File: src/hw/etm_pkg.sv
package etm_pkg;
	// Register indices; the byte address is four times the index.
	localparam logic [2:0] IDX_CTRL = 3'h0;
	localparam logic [2:0] IDX_FLAGS = 3'h1;
	localparam logic [2:0] IDX_CONST_A = 3'h2;
	localparam logic [2:0] IDX_CONST_B = 3'h3;
	localparam logic [2:0] IDX_COUNT = 3'h4;
	// Reset values, and the count at which the counter wraps.
	localparam logic [7:0] RST_CTRL = 8'h00;
	localparam logic [7:0] RST_FLAGS = 8'h10;
	localparam logic [7:0] RST_CONST = 8'hff;
	localparam logic [7:0] RST_COUNT = 8'h00;
	localparam logic [7:0] COUNT_MAX = 8'hff;
	// Field positions in timer_ctrl_reg.
	localparam int CTL_EN_B = 7;
	localparam int CTL_EN_A = 6;
	localparam int CTL_EN_W = 5;
	localparam int CTL_CLR_LSB = 3;
	localparam int CTL_SRC_LSB = 0;
	// Field positions in flags_outsel_reg.
	localparam int FLG_B = 7;
	localparam int FLG_A = 6;
	localparam int FLG_W = 5;
	localparam int FLG_FIXED = 4;
	localparam int OS_B_LSB = 2;
	localparam int OS_A_LSB = 0;
	// Source select codes.
	localparam logic [2:0] SRC_STOP0 = 3'h0;
	localparam logic [2:0] SRC_DIV8 = 3'h1;
	localparam logic [2:0] SRC_DIV64 = 3'h2;
	localparam logic [2:0] SRC_DIV1024 = 3'h3;
	localparam logic [2:0] SRC_STOP1 = 3'h4;
	localparam logic [2:0] SRC_EXT_RISE = 3'h5;
	localparam logic [2:0] SRC_EXT_FALL = 3'h6;
	localparam logic [2:0] SRC_EXT_BOTH = 3'h7;
	// Prescaler width and the bit that forms each internal source.
	localparam int PRESC_W = 10;
	localparam int DIV8_TAP = 2;
	localparam int DIV64_TAP = 5;
	localparam int DIV1024_TAP = 9;
	// Clear select codes.
	localparam logic [1:0] CLR_NONE = 2'h0;
	localparam logic [1:0] CLR_MATCH_A = 2'h1;
	localparam logic [1:0] CLR_MATCH_B = 2'h2;
	localparam logic [1:0] CLR_EXT = 2'h3;
	// Output select codes; the code value is also the coincidence priority.
	localparam logic [1:0] OS_KEEP = 2'h0;
	localparam logic [1:0] OS_LOW = 2'h1;
	localparam logic [1:0] OS_HIGH = 2'h2;
	localparam logic [1:0] OS_TOGGLE = 2'h3;

	typedef struct packed {
		logic [7:0] ctrl;
		logic flag_a;
		logic flag_b;
		logic flag_w;
		logic seen_a;
		logic seen_b;
		logic seen_w;
		logic [3:0] out_sel;
		logic [7:0] const_a;
		logic [7:0] const_b;
		logic [7:0] cnt;
		logic [PRESC_W-1:0] presc;
		logic src_lvl;
		logic cin_s1;
		logic cin_s2;
		logic cin_d;
		logic rin_s1;
		logic rin_s2;
		logic rin_d;
		logic wave;
		logic wave_oe_n;
		logic irq_a;
		logic irq_b;
		logic irq_w;
		logic pready;
		logic pslverr;
		logic [31:0] prdata;
	} etm_state_type;
endpackage

File: src/hw/etm_timer.sv
`timescale 1ns/1ps
module etm_timer
	import etm_pkg::*;
(
	// Clock and reset.
	input wire logic pclk,
	input wire logic presetn,
	// APB slave.
	input wire logic psel,
	input wire logic penable,
	input wire logic pwrite,
	input wire logic [7:0] paddr,
	input wire logic [31:0] pwdata,
	output logic [31:0] prdata,
	output logic pready,
	output logic pslverr,
	// Pins.
	input wire logic ext_count_in,
	input wire logic ext_clear_in,
	output logic wave_out,
	output logic wave_out_oe_n,
	// Interrupt and transfer controllers.
	input wire logic xfer_ack_a,
	input wire logic xfer_ack_b,
	output logic match_irq_a,
	output logic match_irq_b,
	output logic wrap_irq
);

	etm_state_type st_ff;
	etm_state_type nxt_st;

	function automatic logic addr_is(input logic [7:0] a, input logic [2:0] idx);
		addr_is = (a == {3'h0, idx, 2'h0});
	endfunction

	logic bus_done;
	logic wr_done;
	logic rd_done;
	logic wr_ctrl;
	logic wr_flags;
	logic wr_const_a;
	logic wr_const_b;
	logic wr_cnt;
	logic rd_flags;
	logic mapped;
	logic [2:0] src;
	logic [1:0] clr_sel;
	logic int_lvl;
	logic inc_int;
	logic cin_rise;
	logic cin_fall;
	logic inc_ext;
	logic inc;
	logic match_a;
	logic match_b;
	logic ext_clr;
	logic clr;
	logic wrap;
	logic [1:0] os_a;
	logic [1:0] os_b;
	logic [1:0] act;
	logic [7:0] flags_rd;

	// The access phase always completes in its first cycle.
	assign bus_done = psel & penable & st_ff.pready;
	assign wr_done = bus_done & pwrite;
	assign rd_done = bus_done & ~pwrite;
	assign mapped = addr_is(paddr, IDX_CTRL) | addr_is(paddr, IDX_FLAGS) | addr_is(paddr, IDX_CONST_A)
		| addr_is(paddr, IDX_CONST_B) | addr_is(paddr, IDX_COUNT);
	assign wr_ctrl = wr_done & addr_is(paddr, IDX_CTRL);
	assign wr_flags = wr_done & addr_is(paddr, IDX_FLAGS);
	assign wr_const_a = wr_done & addr_is(paddr, IDX_CONST_A);
	assign wr_const_b = wr_done & addr_is(paddr, IDX_CONST_B);
	assign wr_cnt = wr_done & addr_is(paddr, IDX_COUNT);
	assign rd_flags = rd_done & addr_is(paddr, IDX_FLAGS);

	assign src = st_ff.ctrl[CTL_SRC_LSB +: 3];
	assign clr_sel = st_ff.ctrl[CTL_CLR_LSB +: 2];
	assign os_a = st_ff.out_sel[OS_A_LSB +: 2];
	assign os_b = st_ff.out_sel[OS_B_LSB +: 2];

	// Selected internal source level; stopped and external codes read as low.
	always_comb begin
		case (src)
			SRC_DIV8: int_lvl = st_ff.presc[DIV8_TAP];
			SRC_DIV64: int_lvl = st_ff.presc[DIV64_TAP];
			SRC_DIV1024: int_lvl = st_ff.presc[DIV1024_TAP];
			default: int_lvl = 1'b0;
		endcase
	end

	// Counting on the falling edge of the selected level means that a source change from high to low also
	// counts once, as does leaving an internal source that is high for an external one.
	assign inc_int = st_ff.src_lvl & ~int_lvl;
	assign cin_rise = st_ff.cin_s2 & ~st_ff.cin_d;
	assign cin_fall = ~st_ff.cin_s2 & st_ff.cin_d;
	// Narrow external pulses can slip between samples; the far end keeps them wide.
	assign inc_ext = ((src == SRC_EXT_RISE) & cin_rise) | ((src == SRC_EXT_FALL) & cin_fall)
		| ((src == SRC_EXT_BOTH) & (cin_rise | cin_fall));
	assign inc = inc_int | inc_ext;

	// A match is signalled as the equal count advances, not while it sits.
	assign match_a = inc & (st_ff.cnt == st_ff.const_a) & ~wr_const_a;
	assign match_b = inc & (st_ff.cnt == st_ff.const_b) & ~wr_const_b;
	assign ext_clr = (clr_sel == CLR_EXT) & st_ff.rin_s2 & ~st_ff.rin_d;
	assign clr = ((clr_sel == CLR_MATCH_A) & match_a) | ((clr_sel == CLR_MATCH_B) & match_b) | ext_clr;
	assign wrap = inc & ~clr & ~wr_cnt & (st_ff.cnt == COUNT_MAX);

	// Coincident matches take the higher code, which orders toggle, high, low, keep.
	always_comb begin
		if (match_a & match_b) begin
			act = (os_a > os_b) ? os_a : os_b;
		end else if (match_a) begin
			act = os_a;
		end else if (match_b) begin
			act = os_b;
		end else begin
			act = OS_KEEP;
		end
	end

	assign flags_rd = {st_ff.flag_b, st_ff.flag_a, st_ff.flag_w, 1'b1, st_ff.out_sel};

	always_comb begin
		nxt_st = st_ff;
		nxt_st.presc = st_ff.presc + 1'b1;
		nxt_st.src_lvl = int_lvl;
		nxt_st.cin_s1 = ext_count_in;
		nxt_st.cin_s2 = st_ff.cin_s1;
		nxt_st.cin_d = st_ff.cin_s2;
		nxt_st.rin_s1 = ext_clear_in;
		nxt_st.rin_s2 = st_ff.rin_s1;
		nxt_st.rin_d = st_ff.rin_s2;

		// Register writes.
		if (wr_ctrl) begin
			nxt_st.ctrl = pwdata[7:0];
		end
		if (wr_const_a) begin
			nxt_st.const_a = pwdata[7:0];
		end
		if (wr_const_b) begin
			nxt_st.const_b = pwdata[7:0];
		end
		if (wr_flags) begin
			nxt_st.out_sel = pwdata[OS_A_LSB +: 4];
		end

		// Counter: clear first, then a write, then the increment.
		if (clr) begin
			nxt_st.cnt = RST_COUNT;
		end else if (wr_cnt) begin
			nxt_st.cnt = pwdata[7:0];
		end else if (inc) begin
			nxt_st.cnt = st_ff.cnt + 1'b1;
		end

		// A read marks only flags that were set in the returned data.
		if (rd_flags) begin
			nxt_st.seen_a = st_ff.seen_a | st_ff.prdata[FLG_A];
			nxt_st.seen_b = st_ff.seen_b | st_ff.prdata[FLG_B];
			nxt_st.seen_w = st_ff.seen_w | st_ff.prdata[FLG_W];
		end

		// Clearing: a zero after a read, or transfer service for the match flags; writing one does nothing.
		if ((wr_flags & ~pwdata[FLG_A] & st_ff.seen_a) | xfer_ack_a) begin
			nxt_st.flag_a = 1'b0;
			nxt_st.seen_a = 1'b0;
		end
		if ((wr_flags & ~pwdata[FLG_B] & st_ff.seen_b) | xfer_ack_b) begin
			nxt_st.flag_b = 1'b0;
			nxt_st.seen_b = 1'b0;
		end
		if (wr_flags & ~pwdata[FLG_W] & st_ff.seen_w) begin
			nxt_st.flag_w = 1'b0;
			nxt_st.seen_w = 1'b0;
		end

		// Setting comes last so a coinciding event survives the clear.
		if (match_a) begin
			nxt_st.flag_a = 1'b1;
		end
		if (match_b) begin
			nxt_st.flag_b = 1'b1;
		end
		if (wrap) begin
			nxt_st.flag_w = 1'b1;
		end

		// Wave output.
		case (act)
			OS_LOW: nxt_st.wave = 1'b0;
			OS_HIGH: nxt_st.wave = 1'b1;
			OS_TOGGLE: nxt_st.wave = ~st_ff.wave;
			default: nxt_st.wave = st_ff.wave;
		endcase
		nxt_st.wave_oe_n = (nxt_st.out_sel == 4'h0);

		// Requests follow the next flag and enable so the lines change with the flags.
		nxt_st.irq_a = nxt_st.flag_a & nxt_st.ctrl[CTL_EN_A];
		nxt_st.irq_b = nxt_st.flag_b & nxt_st.ctrl[CTL_EN_B];
		nxt_st.irq_w = nxt_st.flag_w & nxt_st.ctrl[CTL_EN_W];

		// APB answer: ready in the first access cycle, data captured in setup.
		nxt_st.pready = psel & ~penable;
		nxt_st.pslverr = psel & ~penable & ~mapped;
		nxt_st.prdata = 32'h0;
		if (psel & ~penable & ~pwrite) begin
			if (addr_is(paddr, IDX_CTRL)) begin
				nxt_st.prdata = {24'h0, st_ff.ctrl};
			end else if (addr_is(paddr, IDX_FLAGS)) begin
				nxt_st.prdata = {24'h0, flags_rd};
			end else if (addr_is(paddr, IDX_CONST_A)) begin
				nxt_st.prdata = {24'h0, st_ff.const_a};
			end else if (addr_is(paddr, IDX_CONST_B)) begin
				nxt_st.prdata = {24'h0, st_ff.const_b};
			end else if (addr_is(paddr, IDX_COUNT)) begin
				nxt_st.prdata = {24'h0, st_ff.cnt};
			end
		end
	end

	always_ff @(posedge pclk or negedge presetn) begin
		if (!presetn) begin
			st_ff <= '0;
			st_ff.ctrl <= RST_CTRL;
			st_ff.out_sel <= RST_FLAGS[3:0];
			st_ff.const_a <= RST_CONST;
			st_ff.const_b <= RST_CONST;
			st_ff.cnt <= RST_COUNT;
			st_ff.wave <= 1'b0;
			st_ff.wave_oe_n <= 1'b1;
		end else begin
			st_ff <= nxt_st;
		end
	end

	assign prdata = st_ff.prdata;
	assign pready = st_ff.pready;
	assign pslverr = st_ff.pslverr;
	assign wave_out = st_ff.wave;
	assign wave_out_oe_n = st_ff.wave_oe_n;
	// Request lines are separate; the interrupt controller ranks A over B over wrap.
	assign match_irq_a = st_ff.irq_a;
	assign match_irq_b = st_ff.irq_b;
	assign wrap_irq = st_ff.irq_w;
endmodule

File: config.mk
export PLATFORM = sky130hd
export DESIGN_NAME = etm_timer
export DESIGN_NICKNAME = d
export VERILOG_FILES = /design/src/hw/etm_pkg.sv /design/src/hw/etm_timer.sv
export SDC_FILE = /design/constraint.sdc
export NUM_CORES = 1
export LEC_CHECK = 0
export BUFFER_PORTS_ARGS = -buffer_cell sky130_fd_sc_hd__buf_2
export CAP_MARGIN = 20
export CORE_MARGIN = 1
export CORE_UTILIZATION = 40
export DETAILED_ROUTE_END_ITERATION = 10
export SLEW_MARGIN = 20
export SYNTH_ARGS = -nofsm -noshare
export SYNTH_HDL_FRONTEND = slang
export SYNTH_SLANG_ARGS = --single-unit
File: constraint.sdc
create_clock -name pclk -period 1.8 [get_ports pclk]
set_input_delay 0.09 -clock pclk [delete_from_list [all_inputs] [get_ports pclk]]
set_output_delay 0.09 -clock pclk [all_outputs]
set_load 0.02 [all_outputs]
* Yosys cells after proc, flatten, opt, wreduce, memory -nomap -nowiden *
Index checks and enable logic that the tools add are counted.

cells by class
  add/subtract/negate cells = 2
  $lt $le $gt $ge = 1
  eq/ne operators = 19
  multiplexer cells = 27
  bitwise gates (word level) = 70
  reduce and logical (&&, ||, !) cells = 7

operators by type and width
  operator                                        count
  2-to-1 mux 8 bit                                10
  bitwise AND 1 bit                               40
  == test 8 x 4 -> 1 bit (second input constant)  2
  == test 8 bit                                   2
  inverter 1 bit                                  15
  bitwise OR 1 bit                                15
  adder 10 x 1 -> 10 bit (second input constant)  1
  == test 3 bit (second input constant)           3
  2-to-1 mux 1 bit                                9
  adder 8 x 1 -> 8 bit (second input constant)    1
  == test 2 bit (second input constant)           4
  == test 8 x 3 -> 1 bit (second input constant)  1
  == test 8 x 5 -> 1 bit (second input constant)  1
  == test 8 bit (second input constant)           1
  zero test 8 bit                                 1
  2-to-1 mux 2 bit                                4
  == test 3 x 2 -> 1 bit (second input constant)  2
  one-hot mux 1 bit (3 select lines)              2
  nonzero test 2 bit                              3
  nonzero test 3 bit                              2
  == test 2 x 1 -> 1 bit (second input constant)  2
  zero test 4 bit                                 1
  2-to-1 mux 4 bit                                1
  == test 3 x 1 -> 1 bit (second input constant)  1
  other kinds (2)                                 2

storage, ports and cells
  bits in registers = 98
  input bits = 49
  output and inout bits = 39
  word-level logic and storage cells = 154

* Depth between registers and ports, before layout *
  depth after elaboration = 17
  depth in mapped cells = 9
  gate-level depth less buffers = 8

* Worst setup path after synthesis *
OpenSTA, ideal clock, no wires.

  path type = register to register
  start point = register st_ff (netlist bit pready)
  end point = register st_ff (netlist bit wrap_irq)
  setup time = 92 ps
  data arrival time = 1945 ps
  required time = 1708 ps
  path slack = -237 ps
  cell stages (with the launch flop) = 9
  path buffers = 2
  period minus slack after synthesis = 2037 ps
  cell sequence = dfrtp_1 -> and4_1 -> clkbuf_1 -> nand4_2 -> nand3_2 -> nor2_2 -> a22o_1 -> buf_6 -> o31ai_2

RTL lines
  item                    line              source
  from (decl)             etm_timer.sv:30   etm_state_type st_ff;
  from (signal assigned)  etm_timer.sv:235  st_ff <= nxt_st;

==> flow_metrics.py <==
metrics = {
    "worst_setup_path": {
        "max_stage_delay_ns": 0.41,
        "crit_path_start_kind": "register",
        "crit_chain": "mux2_4, a311oi_2, a311oi_2, buf_6, buf_12, or3_4, o31ai_4",
        "path_max_fanout": 6,
        "crit_top_cell": "a311oi_2",
        "cp_top_family": "compound AO/OA/AOI/OAI gates",
        "critPathArrivalTime_ns": 2.27,
        "path_class": "reg -> reg",
        "crit_slowest_cell": "dfrtp_1",
        "endpoint_kind": "register",
        "crit_buf_inv": 2,
        "worst_ep_required_time_ns": 2.08,
    },
    "sta": {
        "finalCriticalPeriod_ns": 1.99,
        "rsz0062_at_grt": "true",
        "setup_violations": 13,
        "finalHoldViolCount": 0,
        "period_share_pct": 110,
        "fin_worst_skew_ns": 0.0137,
        "slew_viol_final": 0,
        "setup_ws_ns": -0.186,
        "max_freq_mhz": 504,
    },
    "detailed_routing": {
        "viasPerCell": 5.11,
        "vias": 3268,
        "postRouteAntennaNets": 0,
        "route.detailed.drc": 0,
        "drtIter0Drc": 157,
        "routed_wl_um": 10500,
        "first_pass_iters": 4,
        "wl_per_cell_um": 16.4,
    },
    "pwr": {
        "p_sw_mw": 0.895,
        "powerDensity_mw_per_mm2": 654,
        "clkPwrFrac_pct": 42.3,
        "seq_power_share_pct": 48.8,
        "p_leak_nw": 2.42,
        "p_sw_share_pct": 25.7,
        "p_int_mw": 2.58,
        "peakVddDrop_mv": 0.478,
        "combPwrFrac_pct": 8.8,
    },
    "floorplanning": {
        "ioPinCount": 88,
        "die_area_mm2": 0.0108,
        "die_x_um": 104,
        "rows": 36,
        "start_util_pct": 42.0,
        "core_area_mm2": 0.00991,
        "die_h_um": 104,
    },
    "cells_and_area": {
        "post_route_cells_drive_above_1_share_pct": 40.7,
        "nNetsFinal": 557,
        "antenna_cells": 0,
        "fin_util_pct": 53.6,
        "syn2layout_area_growth_pct": 27.6,
    },
    "cts": {
        "cts_max_path_buffers": 2,
        "cts_root_buf": "clkbuf_8",
        "cts_tree": "done",
        "clk_latency_ns": 0.36,
        "clk_pin_slew_ns": 0.09,
        "clock-sinks": 74,
        "cts_buffers": 9,
        "htreeDepth": 3,
    },
    "run_status": {
        "violations": "setup timing",
        "status": "complete, but fails checks",
    },
    "global_route": {
        "grt_pass1_vias": 3269,
        "grt_pass1_wl_um": 17000,
        "overflow": 0,
        "grt_max_degree": 42,
        "gr-usage-all-layers_pct": 20.4,
        "antenna_found_initial": 0,
    },
    "synth": {
        "synth_ff_type": "dfrtp_1",
        "synth_edf_count": 0,
        "synth_seq_cells": 74,
        "syn_avg_cell_area_um2": 10.4,
        "synth-async-reset-ratio_pct": 100,
        "synth_cells": 399,
        "synth_warnings": 0,
        "ys_types": 58,
        "syn-cell-area_mm2": 0.00416,
        "synth_seq_area_share_pct": 45.0,
    },
    "placed_design": {
        "place_hpwl_um": 7850,
        "portBuffers": 39,
        "globalplace.congestion": 0.840,
        "pre_cts_ws_ns": -0.271,
    },
    "flow_run": {
        "maxCapViolations": 0,
    },
    "worst_hold_path": {
        "hold_class": "in -> reg",
    },
}
[through the flow]
stage / hold slack, ns / TNS (ns) / cell area (um^2) / cells / power (mW)
finish: 0.0125 / -1.70 / 5310 / 639 / 3.48
global route: 0.00249 / -2.72 / 5310 / 639 / 3.62
CTS: 0.00688 / -1.60 / 5210 / 636 / 3.51
detailed placement: 0.0718 / -3.17 / 4910 / 615 / 2.02
global placement: 0.0729 / -2.59 / 4910 / 615 / 2.02
floorplan: -0.206 / -0.888 / 4320 / 422 / 1.92
[cell families after synthesis]
family                     after synthesis  share of synthesized area, %
and+or+nand+nor                        120                          17.3
DFF                                     74                          45.0
adders and majority gates                7                          2.10
other                                    1                        0.0901
AOI/OAI and AO/OA                       72                          12.2
muxes                                   28                          7.48
buffers and inverters                   66                          9.31
xor gates and xnor gates                31                          6.52
[synth_stat cells (all sizes together), types with 14 or more instances]
library cell / instances / share of area (%)
a21oi: 18 / 2.2
buf: 36 / 6.6
clkbuf: 16 / 1.4
dfrtp: 57 / 34
dfstp: 17 / 11
inv: 14 / 1.3
mux2: 22 / 6.0
nand2: 21 / 1.9
nand3: 16 / 2.2
nor2: 27 / 2.5
o21ai: 15 / 1.8
xor2: 19 / 4.0
[final timing paths]
check                            from         end  depth (start not counted)  slack [ns]
min in group asynchronous     presetn   st_ff[61]                          2        0.22
max                            src[1]    wrap_irq                          7       -0.19
min                        xfer_ack_a   st_ff[86]                          3        0.01
max reg2reg                    src[1]    wrap_irq                          7       -0.19
max in group asynchronous     presetn   st_ff[65]                          3        0.94
min reg2reg                nxt_st[43]  nxt_st[42]                          0        0.36
[layout make-up]
type,instances,area [um^2]
multi-input cells,282,2110
inverters,14,52.6
clock buffers,9,124
fillers,893,4600
repair buffers,120,880
clock inverters,7,101
well taps,133,166
flip-flops and latches,74,1870
[worst reg2reg max path, cell delays in order, from the launching register on]
cell      delay (ns)
dfrtp_1         0.41
mux2_4          0.31
a311oi_2        0.28
a311oi_2        0.07
buf_6           0.16
buf_12          0.13
or3_4           0.34
o31ai_4         0.21
[timing repair]
item | CTS | global route
endpoints found under the setup margin | 15 | 14
setup buffers | 0 | 2
gates cloned | 0 | 1
hold buffers | 5 | 0
pin swaps | 5 | 4
gates resized for setup | 7 | 11
hold endpoints to repair | 24 | 0
[power by group through the flow]
stage | sequential [mW] | combinational (mW) | clock [mW]
4_1_cts | 1.70 | 0.307 | 1.50
5_1_grt | 1.70 | 0.337 | 1.58
2_1_floorplan | 1.72 | 0.194 | 0
3_5_place_dp | 1.73 | 0.296 | 0
3_3_place_gp | 1.73 | 0.293 | 0
6_report | 1.70 | 0.307 | 1.47
[layer usage]
| layer | wire (um) | track usage [%] | part of all wire, % |
|---|---|---|---|
| met5 | 0 | 0 | 0 |
| met1 | 4760 | 26.9 | 45 |
| met4 | 269 | 7.55 | 2.6 |
| met3 | 467 | 4.82 | 4.5 |
| met2 | 4970 | 32.6 | 47 |
[registers in the layout, summed over array words and instances, names as in the netlist]
register and flops:
pready 1, clr_sel 2, st_ff 43, prdata 8, src 3, match_irq_b 1, pslverr 1, wave_out 1
wrap_irq 1, wave_out_oe_n 1, flags_rd 7, match_irq_a 1, nxt_st 4
[layout by cell type, fill, tap and decap left out, types with 6 or more instances in the layout]
master and count:
dfrtp_1 56, xor2_1 19, a211oi_2 7, buf_4 69, nand3_1 13, o21ai_0 14, xnor2_1 12, ha_1 7
conb_1 24, nand3b_1 7, mux2i_1 6, dfstp_2 17, nand2_1 21, a21oi_1 17, nor2_1 25, inv_1 14
mux2_2 20, buf_2 38, clkbuf_8 9
(Power assumes the default switching activity.)
